$ cat src/sink_blink_pkg.sv
package sink_blink_pkg;

    // register indices; byte address is four times the index
    localparam logic [7:0] IDX_LEVEL3_MAX  = 8'h0e;
    localparam logic [7:0] IDX_LEVEL3_DIM  = 8'h0f;
    localparam logic [7:0] IDX_LEVEL4_MAX  = 8'h10;
    localparam logic [7:0] IDX_LEVEL4_DIM  = 8'h11;
    localparam logic [7:0] IDX_LEVEL5_MAX  = 8'h12;
    localparam logic [7:0] IDX_LEVEL5_DIM  = 8'h13;
    localparam logic [7:0] IDX_DIM_CTRL    = 8'h14;
    localparam logic [7:0] IDX_SINK_STATUS = 8'h15;
    localparam logic [7:0] IDX_FADE_LAW    = 8'h1a;
    localparam logic [7:0] IDX_SINK_ENABLE = 8'h1b;
    localparam logic [7:0] IDX_TIMING_ONE  = 8'h1c;

    // field positions
    localparam int CODE_W      = 7;
    localparam int NUM_SINKS   = 7;
    localparam int ON_TIME_LSB = 6;
    localparam int FIRST_OFF_SINK = 4;   // sink5 is index 4

    // reset values
    localparam logic [6:0] RST_CODE   = 7'h00;
    localparam logic [1:0] RST_LAW    = 2'h0;
    localparam logic [6:0] RST_ENABLE = 7'h00;
    localparam logic [7:0] RST_TIMING = 8'h00;

    // ambient levels served here
    localparam logic [2:0] LEVEL_OFFICE = 3'h3;
    localparam logic [2:0] LEVEL_INDOOR = 3'h4;
    localparam logic [2:0] LEVEL_DARK   = 3'h5;

    // current mapping
    localparam logic [14:0] FULL_SCALE_UA = 15'h7530;   // 30000 uA
    localparam logic [13:0] CODE_MAX_SQ   = 14'h3f01;   // 127 squared

    // timing: a slow tick paces every blink interval
    localparam int CLK_KHZ         = 125000;
    localparam int TICK_MS         = 100;
    localparam int TICK_CYCLES_DEF = TICK_MS * CLK_KHZ;
    localparam int TICK_W          = 24;
    localparam int ON_MS_00  = 200;
    localparam int ON_MS_01  = 600;
    localparam int ON_MS_10  = 800;
    localparam int ON_MS_11  = 1200;
    localparam int OFF_MS_01 = 600;
    localparam int OFF_MS_10 = 1200;
    localparam int OFF_MS_11 = 1800;
    localparam int CNT_W     = 5;

    function automatic logic [CNT_W-1:0] on_ticks(input logic [1:0] c);
        case (c)
            2'h0:    on_ticks = CNT_W'(ON_MS_00 / TICK_MS);
            2'h1:    on_ticks = CNT_W'(ON_MS_01 / TICK_MS);
            2'h2:    on_ticks = CNT_W'(ON_MS_10 / TICK_MS);
            default: on_ticks = CNT_W'(ON_MS_11 / TICK_MS);
        endcase
    endfunction

    function automatic logic [CNT_W-1:0] off_ticks(input logic [1:0] c);
        case (c)
            2'h1:    off_ticks = CNT_W'(OFF_MS_01 / TICK_MS);
            2'h2:    off_ticks = CNT_W'(OFF_MS_10 / TICK_MS);
            default: off_ticks = CNT_W'(OFF_MS_11 / TICK_MS);
        endcase
    endfunction

endpackage
$ cat src/blink_timer.sv
`timescale 1ns/1ps
module blink_timer
    import sink_blink_pkg::*;
(
    input  wire logic             hclk,
    input  wire logic             hresetn,
    input  wire logic             tick,
    input  wire logic             enable,
    input  wire logic [CNT_W-1:0] on_len,
    input  wire logic [1:0]       off_code,
    output logic                  sink_on
);
    typedef enum logic [1:0] {IDLE, LIT, DARK} phase_t;

    typedef struct packed {
        phase_t           phase;
        logic [CNT_W-1:0] cnt;
        logic             en_d;
    } timer_state_t;

    timer_state_t     st_ff;
    timer_state_t     nxt_st;
    logic [CNT_W-1:0] cnt_inc;

    // on/off sequencer; counts slow ticks, not clocks
    always_comb begin
        nxt_st = st_ff;
        nxt_st.en_d = enable;
        cnt_inc = st_ff.cnt + CNT_W'(1);
        if (!enable) begin
            nxt_st.phase = IDLE;
            nxt_st.cnt = '0;
        end else if (!st_ff.en_d) begin
            nxt_st.phase = LIT;
            nxt_st.cnt = '0;
        end else begin
            unique case (st_ff.phase)
                IDLE: begin
                    nxt_st.phase = LIT;
                    nxt_st.cnt = '0;
                end
                LIT: begin
                    if (off_code == 2'h0) begin
                        nxt_st.cnt = '0;
                    end else if (tick) begin
                        if (cnt_inc >= on_len) begin
                            nxt_st.phase = DARK;
                            nxt_st.cnt = '0;
                        end else begin
                            nxt_st.cnt = cnt_inc;
                        end
                    end
                end
                DARK: begin
                    // clearing the off time mid-gap relights at once
                    if (off_code == 2'h0) begin
                        nxt_st.phase = LIT;
                        nxt_st.cnt = '0;
                    end else if (tick) begin
                        if (cnt_inc >= off_ticks(off_code)) begin
                            nxt_st.phase = LIT;
                            nxt_st.cnt = '0;
                        end else begin
                            nxt_st.cnt = cnt_inc;
                        end
                    end
                end
            endcase
        end
    end

    always_ff @(posedge hclk or negedge hresetn) begin
        if (!hresetn) begin
            st_ff <= '{phase: IDLE, cnt: '0, en_d: 1'b0};
        end else begin
            st_ff <= nxt_st;
        end
    end

    assign sink_on = (st_ff.phase == LIT);
endmodule

$ cat src/code_current_map.sv
`timescale 1ns/1ps
module code_current_map
    import sink_blink_pkg::*;
(
    input  wire logic              hclk,
    input  wire logic              hresetn,
    input  wire logic [CODE_W-1:0] code,
    output logic      [14:0]       current_ua
);
    typedef struct packed {
        logic [14:0] ua;
    } map_state_t;

    map_state_t  st_ff;
    map_state_t  nxt_st;
    logic [13:0] sq;
    logic [28:0] prod;

    // square law; round to nearest microamp
    always_comb begin
        sq = 14'(code) * 14'(code); // widen first so the square is not cut
        prod = 29'(sq) * 29'(FULL_SCALE_UA);
        nxt_st.ua = 15'((prod + 29'(CODE_MAX_SQ >> 1)) / 29'(CODE_MAX_SQ));
    end

    always_ff @(posedge hclk or negedge hresetn) begin
        if (!hresetn) begin
            st_ff <= '0;
        end else begin
            st_ff <= nxt_st;
        end
    end

    assign current_ua = st_ff.ua;
endmodule

$ cat src/led_level_sink_ctrl.sv
`timescale 1ns/1ps
// Operation
// - levels 3, 4, 5 each own a max-current register, code in bits 6:0
// - codes map to current on a square law, zero to full scale
// - dim timeout or host dim request selects the active level's dim code
// - levels 3, 4, 5 each own a dim-current register, code in bits 6:0
// - two-bit fade law field picks square-linear or one of two cubic laws
// - cubic laws reuse the square-law code table, only step timing differs
// - one enable bit per sink, bit 6 down to bit 0, 1 means on
// - with an off time set, an enabled sink stays on for the shared on time
// - off code 00 keeps the sink on steadily; 01,10,11 give 0.6,1.2,1.8 s
// - after its off time a sink relights; cycle repeats while enabled
// - timing register holds on time in 7:6, sink 7,6,5 off times below
module led_level_sink_ctrl
    import sink_blink_pkg::*;
#(
    parameter int TICK_CYCLES = TICK_CYCLES_DEF
) (
    input  wire logic                 hclk,
    input  wire logic                 hresetn,
    input  wire logic                 hsel,
    input  wire logic [31:0]          haddr,
    input  wire logic [1:0]           htrans,
    input  wire logic                 hwrite,
    input  wire logic [2:0]           hsize,
    input  wire logic [31:0]          hwdata,
    input  wire logic                 hready,
    output logic                      hreadyout,
    output logic                      hresp,
    output logic      [31:0]          hrdata,
    input  wire logic [2:0]           ambient_level,
    input  wire logic                 dim_timeout,
    output logic      [CODE_W-1:0]    backlight_code,
    output logic      [14:0]          backlight_ua,
    output logic                      backlight_dimmed,
    output logic      [1:0]           sink_fade_law_sel,
    output logic                      fade_law_cubic,
    output logic      [NUM_SINKS-1:0] sink_on_out
);
    typedef struct packed {
        // software-visible registers
        logic [CODE_W-1:0]    office_max_code;
        logic [CODE_W-1:0]    office_dim_code;
        logic [CODE_W-1:0]    indoor_max_code;
        logic [CODE_W-1:0]    indoor_dim_code;
        logic [CODE_W-1:0]    dark_max_code;
        logic [CODE_W-1:0]    dark_dim_code;
        logic                 dim_request;
        logic [1:0]           fade_law;
        logic [NUM_SINKS-1:0] sink_enable;
        logic [7:0]           timing_one;
        // bus data phase
        logic                 wr_pend;
        logic [7:0]           wr_idx;
        logic [31:0]          rdata;
        // pin synchronisers
        logic [2:0]           level_meta;
        logic [2:0]           level_sync;
        logic                 dto_meta;
        logic                 dto_sync;
        // backlight selection
        logic [CODE_W-1:0]    code;
        logic                 dimmed;
        // slow tick divider
        logic [TICK_W-1:0]    div_cnt;
        logic                 tick;
    } ctrl_state_t;

    localparam logic [TICK_W-1:0] TICK_LAST = TICK_W'(TICK_CYCLES - 1);

    ctrl_state_t          st_ff;
    ctrl_state_t          nxt_st;
    logic                 addr_take;
    logic [7:0]           addr_idx;
    logic [NUM_SINKS-1:0] sink_lit;
    logic [CNT_W-1:0]     on_len;
    logic [1:0]           off_code [NUM_SINKS];
    logic [7:0]           rd_byte;
    logic                 dim_now;

    // a valid transfer is taken only when the bus is ready
    assign addr_take = hsel && hready && htrans[1];
    assign addr_idx  = haddr[9:2];
    assign dim_now   = st_ff.dim_request || st_ff.dto_sync;

    // read view of the register at a given index
    function automatic logic [7:0] read_reg(input ctrl_state_t s,
                                            input logic [7:0] idx,
                                            input logic [NUM_SINKS-1:0] lit);
        logic [7:0] v;
        v = 8'h00;
        case (idx)
            IDX_LEVEL3_MAX:  v = {1'b0, s.office_max_code};
            IDX_LEVEL3_DIM:  v = {1'b0, s.office_dim_code};
            IDX_LEVEL4_MAX:  v = {1'b0, s.indoor_max_code};
            IDX_LEVEL4_DIM:  v = {1'b0, s.indoor_dim_code};
            IDX_LEVEL5_MAX:  v = {1'b0, s.dark_max_code};
            IDX_LEVEL5_DIM:  v = {1'b0, s.dark_dim_code};
            IDX_DIM_CTRL:    v = {7'h00, s.dim_request};
            IDX_SINK_STATUS: v = {s.dimmed, lit};
            IDX_FADE_LAW:    v = {6'h00, s.fade_law};
            IDX_SINK_ENABLE: v = {1'b0, s.sink_enable};
            IDX_TIMING_ONE:  v = s.timing_one;
            default:         v = 8'h00;
        endcase
        return v;
    endfunction

    // bus, registers, synchronisers, selection and divider
    always_comb begin
        nxt_st = st_ff;

        // data phase of a write lands in the register it addressed
        nxt_st.wr_pend = 1'b0;
        if (st_ff.wr_pend) begin
            case (st_ff.wr_idx)
                IDX_LEVEL3_MAX:  nxt_st.office_max_code = hwdata[6:0];
                IDX_LEVEL3_DIM:  nxt_st.office_dim_code = hwdata[6:0];
                IDX_LEVEL4_MAX:  nxt_st.indoor_max_code = hwdata[6:0];
                IDX_LEVEL4_DIM:  nxt_st.indoor_dim_code = hwdata[6:0];
                IDX_LEVEL5_MAX:  nxt_st.dark_max_code = hwdata[6:0];
                IDX_LEVEL5_DIM:  nxt_st.dark_dim_code = hwdata[6:0];
                IDX_DIM_CTRL:    nxt_st.dim_request = hwdata[0];
                IDX_FADE_LAW:    nxt_st.fade_law = hwdata[1:0];
                IDX_SINK_ENABLE: nxt_st.sink_enable = hwdata[6:0];
                IDX_TIMING_ONE:  nxt_st.timing_one = hwdata[7:0];
                default:         nxt_st.wr_pend = 1'b0;
            endcase
        end

        // a read right behind a write sees the new value
        rd_byte = read_reg(nxt_st, addr_idx, sink_lit);

        // address phase: latch write target, fetch read data early
        if (addr_take) begin
            nxt_st.wr_pend = hwrite;
            nxt_st.wr_idx = addr_idx;
            if (!hwrite) begin
                nxt_st.rdata = {24'h000000, rd_byte};
            end
        end

        // pins from outside pass two flops before use
        nxt_st.level_meta = ambient_level;
        nxt_st.level_sync = st_ff.level_meta;
        nxt_st.dto_meta = dim_timeout;
        nxt_st.dto_sync = st_ff.dto_meta;

        // levels outside 3..5 are driven elsewhere; give no current here
        nxt_st.dimmed = dim_now;
        case (st_ff.level_sync)
            LEVEL_OFFICE: nxt_st.code = dim_now ? st_ff.office_dim_code
                                                : st_ff.office_max_code;
            LEVEL_INDOOR: nxt_st.code = dim_now ? st_ff.indoor_dim_code
                                                : st_ff.indoor_max_code;
            LEVEL_DARK:   nxt_st.code = dim_now ? st_ff.dark_dim_code
                                                : st_ff.dark_max_code;
            default:      nxt_st.code = RST_CODE;
        endcase

        // divider: one-cycle tick every TICK_CYCLES clocks
        nxt_st.tick = 1'b0;
        if (st_ff.div_cnt >= TICK_LAST) begin
            nxt_st.div_cnt = '0;
            nxt_st.tick = 1'b1;
        end else begin
            nxt_st.div_cnt = st_ff.div_cnt + TICK_W'(1);
        end
    end

    always_ff @(posedge hclk or negedge hresetn) begin
        if (!hresetn) begin
            st_ff <= '{office_max_code: RST_CODE, office_dim_code: RST_CODE,
                       indoor_max_code: RST_CODE, indoor_dim_code: RST_CODE,
                       dark_max_code: RST_CODE, dark_dim_code: RST_CODE,
                       dim_request: 1'b0, fade_law: RST_LAW,
                       sink_enable: RST_ENABLE, timing_one: RST_TIMING,
                       wr_pend: 1'b0, wr_idx: 8'h00, rdata: 32'h00000000,
                       level_meta: 3'h0, level_sync: 3'h0,
                       dto_meta: 1'b0, dto_sync: 1'b0,
                       code: RST_CODE, dimmed: 1'b0,
                       div_cnt: '0, tick: 1'b0};
        end else begin
            st_ff <= nxt_st;
        end
    end

    // zero wait states, always OKAY
    assign hreadyout = 1'b1;
    assign hresp = 1'b0;
    assign hrdata = st_ff.rdata;

    // shared on time and per-sink off times; sinks 1..4 have no off time here
    assign on_len = on_ticks(st_ff.timing_one[7:ON_TIME_LSB]);

    genvar gi;
    generate
        for (gi = 0; gi < NUM_SINKS; gi++) begin : g_sink
            if (gi >= FIRST_OFF_SINK) begin : g_timed
                assign off_code[gi] =
                    st_ff.timing_one[2*(gi-FIRST_OFF_SINK)+1 -: 2];
            end else begin : g_steady
                assign off_code[gi] = 2'h0;
            end
            // all timers see the same write edge, so one write syncs them
            blink_timer u_timer (
                .hclk     (hclk),
                .hresetn  (hresetn),
                .tick     (st_ff.tick),
                .enable   (st_ff.sink_enable[gi]),
                .on_len   (on_len),
                .off_code (off_code[gi]),
                .sink_on  (sink_lit[gi])
            );
        end
    endgenerate

    // backlight current uses the one square-law table for every law
    code_current_map u_map (
        .hclk       (hclk),
        .hresetn    (hresetn),
        .code       (st_ff.code),
        .current_ua (backlight_ua)
    );

    assign backlight_code = st_ff.code;
    assign backlight_dimmed = st_ff.dimmed;
    assign sink_fade_law_sel = st_ff.fade_law;
    assign fade_law_cubic = st_ff.fade_law[1];
    assign sink_on_out = sink_lit;
endmodule

$ cat config.mk
export PLATFORM = sky130hd
export DESIGN_NAME = led_level_sink_ctrl
export DESIGN_NICKNAME = d
export VERILOG_FILES = /design/src/sink_blink_pkg.sv /design/src/blink_timer.sv /design/src/code_current_map.sv /design/src/led_level_sink_ctrl.sv
export SDC_FILE = /design/constraint.sdc
export NUM_CORES = 1
export LEC_CHECK = 0
export BUFFER_PORTS_ARGS = -buffer_cell sky130_fd_sc_hd__buf_2
export CORE_MARGIN = 1.5
export CORE_UTILIZATION = 38
export DETAILED_ROUTE_END_ITERATION = 8
export GPL_ROUTABILITY_DRIVEN = 0
export HOLD_SLACK_MARGIN = 0.12
export PLACE_DENSITY_LB_ADDON = 0.2
export REMOVE_ABC_BUFFERS = 1
export SLEW_MARGIN = 10
export SYNTH_ARGS = -nofsm -noshare
export SYNTH_HDL_FRONTEND = slang
export SYNTH_HIERARCHICAL = 1
export SYNTH_SLANG_ARGS = --single-unit
export TNS_END_PERCENT = 50
$ cat constraint.sdc
create_clock -name hclk -period 67.6 [get_ports hclk]
set_input_delay 13.52 -clock hclk [delete_from_list [all_inputs] [get_ports hclk]]
set_output_delay 13.52 -clock hclk [all_outputs]
set_load 0.005 [all_outputs]
==> flow_results.org, run 1 <==
** Status
- Result of the run :: completed

** Place
- Setup Slack @ Placement :: 39.09 ns
- The HPWL after detailed placement is 54800 um.
- Once placement completed, the tool counted placed cells totaling 3933.
- Number of buffer cells added on primary ports :: 66

** Finish
- Relative to the synthesized area, the layout overhead comes to 6.06%.
- At the end of the flow, the number of nets in the layout was 3429.
- Layout filler cell count :: 6702
- Final std cells w/o fill :: 3964
- Leading cell type in the layout, fill and taps excluded :: nand2_1
- # diodes :: 0
- The library cells used most frequently in the layout, excluding fill and tap cells, are nand2_1, inv_1, ha_1.
- Fraction of final layout cells sized beyond drive strength 1 :: 0.118

** Clock tree
- TritonCTS built the clock tree.
- Clock slew at the register clock pins of the worst setup and hold paths :: 0.08 ns
- Clock tree synthesis selected as its root buffer the cell clkbuf_16.
- Clk_lat worst skew :: 0.50 ns
- TritonCTS created 17 clock buffers.
- The number of setup buffers added after CTS is 0.
- Number of buffers on the longest clock path :: 2
- Total of cells resized after clock tree synthesis :: 0
- CTS hold repair buffers :: 0
- The H-tree was split into 4 levels.
- The clock net in this run drives a total of 189 sinks.

** Critical path
- Combined buffer and inverter count along the critical path :: 10
- Worst Path Required :: 68.02 ns
- The critical path is of the reg2reg type.
- The largest single stage delay on the critical path is 0.89 ns.
- STA classifies the critical path endpoint as a register.
- Of all nets on the critical path, the largest fanout is 19.
- Critical path launch point :: backlight_code[0]
- Most frequent CP cell :: ha_1
- For the worst setup path, the data arrival time is 29.34 ns.
- STA classifies the critical path startpoint as a register.
- Critical Path Slowest Stage Cell :: a21oi_1
- Among cell families on the critical path, the largest total delay comes from compound AO/OA/AOI/OAI gates.
- Beginning of the worst register-to-register path :: backlight_code[0]

** Global route
- Met3 Resource Use GR :: 0.0297
- For this run, global-route usage on met1 was measured as 0.274.
- Gr ovfl total :: 0
- Initial antenna violation count :: 1
- Busiest layer in global routing :: met2
- In the global route stage, met2 resource usage came out at 0.355.
- Entering global routing, the biggest net connects 79 pins.
- First-pass GRT wire length :: 117000 um
- GRT Resource Usage Total :: 0.207
- Via count of the first global-routing pass :: 22600

** Detailed routing
- Routed wire per std cell :: 17.8 um
- For this run, design rule violations remaining after detail routing come to 0.
- Summing over every cut layer, the via total after detailed routing is 23200.
- Number of search-and-repair iterations in the first detailed-routing pass :: 5
- Initial DRC Count :: 1481
- Final wirelength :: 70400 um
- The detail route stage leaves a number of antenna-violating nets equal to 0.
- DR vias/cell :: 5.86

** Floorplanning
- The floorplan has 94 rows.
- Initial core utilization :: 0.384
- In this run the standard cell core region covers 65900 um^2.
- The die is 261 um wide.
- Die height :: 261 um
- 145 I/O pins were placed.
- The die covers 68200 um^2.

** STA
- After layout, the minimum clock period comes to 28.92 ns.
- Setup total negative slack on the finished layout was measured at 0 ns.
- Largest clock skew in the final design :: 0.0264 ns
- Setup-violating endpoint count in the final report :: 0
- Setup repair after global routing missed its margin :: false
- For the pin with the worst max-slew slack, the measured transition is 1.17 ns.
- The max-slew violation count is 0.
- Share of the clock period used by the worst path :: 0.428
- Setup slack closes at 38.68 ns.
- In this run the tightest slew margin relative to its limit is 0.217.
- Final Hold Viols :: 0
- Timing would allow up to 0.0346 GHz.

** Min path
- Hold path start :: nxt_st[36]
- The path class of the tightest hold or removal check is reg2reg.

** Synth
- Number of enable flip-flop cells after synthesis :: 0
- Mux cell area share after synthesis :: 0.0560
- Counting flops with an async set or reset pin after synthesis yields a share of 1.00.
- Combinational family with the most area after synthesis :: compound AO/OA/AOI/OAI gates
- Of the total synthesized cell area, the portion taken by XOR and XNOR cells is 0.0669.
- Among all flip-flop cells after synthesis, the most frequent one is dfrtp_1.
- After synthesis the cells add up to 25300 um^2.
- Synthesized-area fraction occupied by ao, oa, aoi and oai cells :: 0.241
- Synthesis instantiated 147 different standard cells from the library.
- Simple-gate share of the synthesized area :: 0.237
- Number of warnings issued by yosys :: 6
- Of the total synthesized cell area, the portion taken by full adders, half adders and majority gates is 0.146.
- Flop and latch count out of synthesis :: 189
- Synthesis produced a netlist whose cell count is 3070.
- Post-Syn Area per Cell :: 8.24 um^2
- For this run, the register share of the synthesized area comes to 0.187.

** Run
- Max-cap violation count :: 0
[final cells by class]
cell class,instances,area [um^2],share of cell area
well taps,864,1080,0.0403
clock inverters,14,163,0.00606
inverters,248,933,0.0348
clock buffers,17,425,0.0158
multi-input cells,2558,19100,0.712
repair buffers,74,399,0.0149
flip-flops and latches,189,4730,0.176
[final timing paths]
kind                                               to  slack [ns]  cells after the start
setup reg to reg                  u_map/current_ua[0]       38.68                     92
setup / recovery                  u_map/current_ua[0]       38.68                     92
hold reg to reg                             st_ff[36]        0.36                      0
min in group asynchronous         u_map/current_ua[7]       13.05                      1
max in group asynchronous  g_sink[6].u_timer/st_ff[7]       53.20                      2
hold / removal                              st_ff[36]        0.36                      0
[per-layer routing]
metal | routed length (um) | part of all wire | vias up
li1 | - | - | 11300
met1 | 32100 | 0.46 | 11300
met2 | 34000 | 0.48 | 521
met3 | 3280 | 0.047 | 75
met4 | 1030 | 0.015 | 2
met5 | 16 | 0.00023 | -
[per-stage QoR]
step	hold slack [ns]	utilization	instance area, um^2
3_5_place_dp	0.341	0.399	26300
3_3_place_gp	0.340	0.399	26300
6_report	0.360	0.408	26800
4_1_cts	0.356	0.408	26800
5_1_grt	0.371	0.408	26800
2_1_floorplan	0.331	-	24800
[sequential cells by signal, summed over array words and instances (netlist names)]
signal and flops:
st_ff 90, g_sink.u_timer/st_ff 56, u_map/current_ua 15, hrdata 8, backlight_code 7, off_code 6
nxt_st 4, sink_fade_law_sel 2, backlight_dimmed 1
[synthesized netlist by cell type, types with 38 or more instances]
cell type	instances	area, um^2
a31oi_1	45	282
dfrtp_1	189	4730
and3_1	59	369
nor2_1	210	788
and2_1	50	313
xor2_1	65	569
fa_1	50	1000
ha_1	213	2670
a21oi_1	176	881
xnor2_1	121	1060
or3_1	38	238
o21ai_0	92	460
o211ai_1	41	308
buf_4	50	375
clkbuf_1	47	176
inv_1	242	908
a21o_1	42	315
nor3_1	88	440
nand2_1	258	968
mux2_2	88	991
nand3_1	117	586
[kinds of logic (layout without fill, tap and decap cells)]
| group | after synthesis | after routing |
|---|---|---|
| compound gates | 804 | 804 |
| fa+ha+maj | 265 | 265 |
| simple gates | 1116 | 1116 |
| flops | 189 | 189 |
| other cells | 3 | 55 |
| buf+inv | 375 | 353 |
| mux | 128 | 128 |
| xor+xnor | 190 | 190 |
Power of run 1 is not shown: default switching activity piles up to over one toggle a cycle in this logic, so the estimate is an artifact.
==> run 2, diff against run 1 <==
Clock period 67.6 ns to 24.1 ns, I/O delays scaled along.
==> run 2 against run 1 <==
Net effect: sequential cell count unchanged; routed wire length increased by 5.4%; sequential share of layout area is 1.5 points lower; setup slack worse by 38 ns; fmax rose by 24%; worst hold slack lost 0.0057 ns; design area grew 9.3%.
==> flow_results.org, run 2 (synthesis gave the netlist of run 1 again) <==
** Clock tree
- Number of buffers on the longest clock path :: 2 (unchanged)
- The number of buffers added by the clock tree synthesis step was 17 (unchanged).
- Clock tree from TritonCTS :: done (unchanged)
- CTS Root Buffer Type :: clkbuf_16 (unchanged)
- The number of levels in the clock H-tree is 4 (unchanged).
- The clock transition at the registers of the reported paths came to 0.11 ns (was 0.08 ns).
- Number of clock sinks :: 189 (unchanged)
- The number of hold buffers added after CTS was 0 (unchanged).
- Clk_lat worst skew :: 0.50 ns (about the same)

** Global route
- The global-route usage over all layers came to 0.213 (was 0.207).
- The largest net degree at the start of global routing was 78 (was 79).
- The initial antenna violation count is 2 (was 1).
- First-pass GRT wire length :: 120000 um (was 117000 um)
- The remaining global-route overflow was 0 (unchanged).
- The via count of the first global-routing pass is 23500 (was 22600).

** Finish
- The final design area excluding fillers came to 29300 um^2 (was 26800 um^2).
- # diodes :: 0 (unchanged)
- The leading cell type in the layout, fill and taps excluded is nand2_1 (unchanged).
- The area taken by flip-flops and latches came to 4730 um^2 (unchanged).
- Layout filler cell count :: 6521 (was 6702)
- Largest register FFs :: 90 (unchanged)
- Area of the multi-input gates :: 19900 um^2 (was 19100 um^2)
- The share of cells above drive strength 1 is 0.213 (was 0.118).
- Final Util :: 0.446 (was 0.408)
- Commonest cells after routing, fill and taps aside: nand2_1, inv_1, buf_4 (was nand2_1, inv_1, ha_1).
- Nets :: 3648 (was 3429)
- The register name with the most flops is st_ff (unchanged).
- The signed area change from the synthesized netlist to the final layout was 16.0% (was 6.06%).

** Detailed routing
- Initial DRC Count :: 1543 (was 1481)
- Residual DRC count :: 0 (unchanged)
- Routed wire per std cell :: 17.7 um (was 17.8 um)
- The first-pass iteration count of the detailed router is 5 (unchanged).
- Antenna violation net count after detailed routing :: 0 (unchanged)
- DR vias/cell :: 5.80 (was 5.86)
- Vias after detailed routing :: 24300 (was 23200)
- Final wirelength :: 74200 um (was 70400 um)

** Critical path
- Worst Path Required :: 24.47 ns (was 68.02 ns)
- Most frequent CP cell :: buf_4 (was ha_1)
- Critical Path Slowest Stage Cell :: or4_4 (was a21oi_1)
- The stage delay of the slowest cell on the critical path is 0.59 ns (was 0.89 ns).
- The startpoint class of the critical path is a register (unchanged).
- The path type of the worst setup path is reg2reg (unchanged).
- Biggest fanout along the worst timing path :: 12 (was 19)
- The endpoint class of the critical path was a register (unchanged).
- Worst path arrival time :: 23.68 ns (was 29.34 ns)

** Place
- Number of buffer cells added on primary ports :: 66 (unchanged)
- Setup Slack @ Placement :: -0.131 ns (was 39.09 ns)
- The instance area after placement was 27500 um^2 (was 26300 um^2).
- The HPWL reported at the end of detailed placement was 56800 um (was 54800 um).

** STA
- Final max-slew violation count :: 0 (unchanged)
- The final worst slack is 0.788 ns (was 38.68 ns).
- The final clock skew was 0.0321 ns (was 0.0264 ns).
- The shortest period the worst path allows came to 23.31 ns (was 28.92 ns).
- The worst relative slew slack came to 0.291 (was 0.217).
- Actual transition at the worst max-transition pin :: 1.06 ns (was 1.17 ns)
- Final Hold Viols :: 0 (unchanged)
- The highest attainable clock frequency is 0.0429 GHz (was 0.0346 GHz).
- The hold slack was 0.354 ns (was 0.360 ns).
- The count of endpoints failing setup in the final report came to 0 (unchanged).
- Share of the clock period used by the worst path :: 0.967 (was 0.428)

** Floorplanning
- Die height :: 261 um (unchanged)
- Initial core utilization :: 0.384 (unchanged)
- Die footprint :: 68200 um^2 (unchanged)
- Count of pins on the block boundary :: 145 (unchanged)
- The site row count is 94 (unchanged).
- Core region area :: 65900 um^2 (unchanged)
- Die boundary width :: 261 um (unchanged)

** Status
- Result of the run: completed (unchanged).

** Min path
- Path class of the lowest-slack min-delay path :: reg2reg (unchanged)

** Run
- Max-cap violation count :: 0 (unchanged)
-- run 2: cell count changes in the layout (fill, tap and decap cells not counted), sizes merged --
| cell | delta |
|---|---|
| buf | +219 |
| clkbuf | +1 |
| clkinv | +3 |
| bufinv | +1 |
| inv | -4 |
-- run 2: cell type report --
cell class | instances | share of cell area
clock buffer | 18 | 0.0150
clock inverter | 14 | 0.00661
inverter | 248 | 0.0318
multi-input combinational | 2558 | 0.679
sequential | 189 | 0.161
tap | 864 | 0.0368
timing repair buffer | 293 | 0.0698
-- run 2: final timing paths --
kind,startpoint,endpoint,slack [ns],depth (start not counted)
worst max-delay path,backlight_code[0],u_map/current_ua[0],0.79,98
worst min-delay path,nxt_st[33],st_ff[33],0.35,0
worst max register to register,backlight_code[0],u_map/current_ua[0],0.79,98
worst min register to register,nxt_st[33],st_ff[33],0.35,0
max in group asynchronous,hresetn,st_ff[4],17.62,3
min in group asynchronous,hresetn,u_map/current_ua[9],4.28,1
-- run 2: per-layer routing --
layer | vias up | part of all wire | global-route usage
met5 | - | 0.00013 | 0
met4 | 2 | 0.017 | 0.0549
met3 | 75 | 0.044 | 0.0270
met2 | 571 | 0.48 | 0.365
met1 | 11900 | 0.46 | 0.283
li1 | 11800 | - | -
-- run 2: critical path, delay by kind of cell (launching register included) --
family	cells	cell delay, ns
DFF	1	0.43
buffers and inverters	18	2.12
AOI/OAI and AO/OA	35	8.03
xor gates and xnor gates	6	1.18
muxes	2	0.45
adders and majority gates	11	4.28
and+or+nand+nor	26	6.63
-- run 2: timing repair --
| action | 4_1_cts | 5_1_grt |
|---|---|---|
| pin swaps | 0 | 53 |
| endpoints found under the setup margin | 1 | 3 |
| resized for setup | 5 | 162 |
| buffers inserted | 0 | 58 |
-- run 2: per-stage QoR --
| step | cells | TNS (ns) |
|---|---|---|
| 2_1_floorplan | 2995 | 0 |
| 3_3_place_gp | 4094 | 0 |
| 3_5_place_dp | 4094 | -0.131 |
| 4_1_cts | 4126 | 0 |
| 5_1_grt | 4184 | -0.224 |
| 6_report | 4184 | 0 |
Power of run 2 is left out for the same reason.
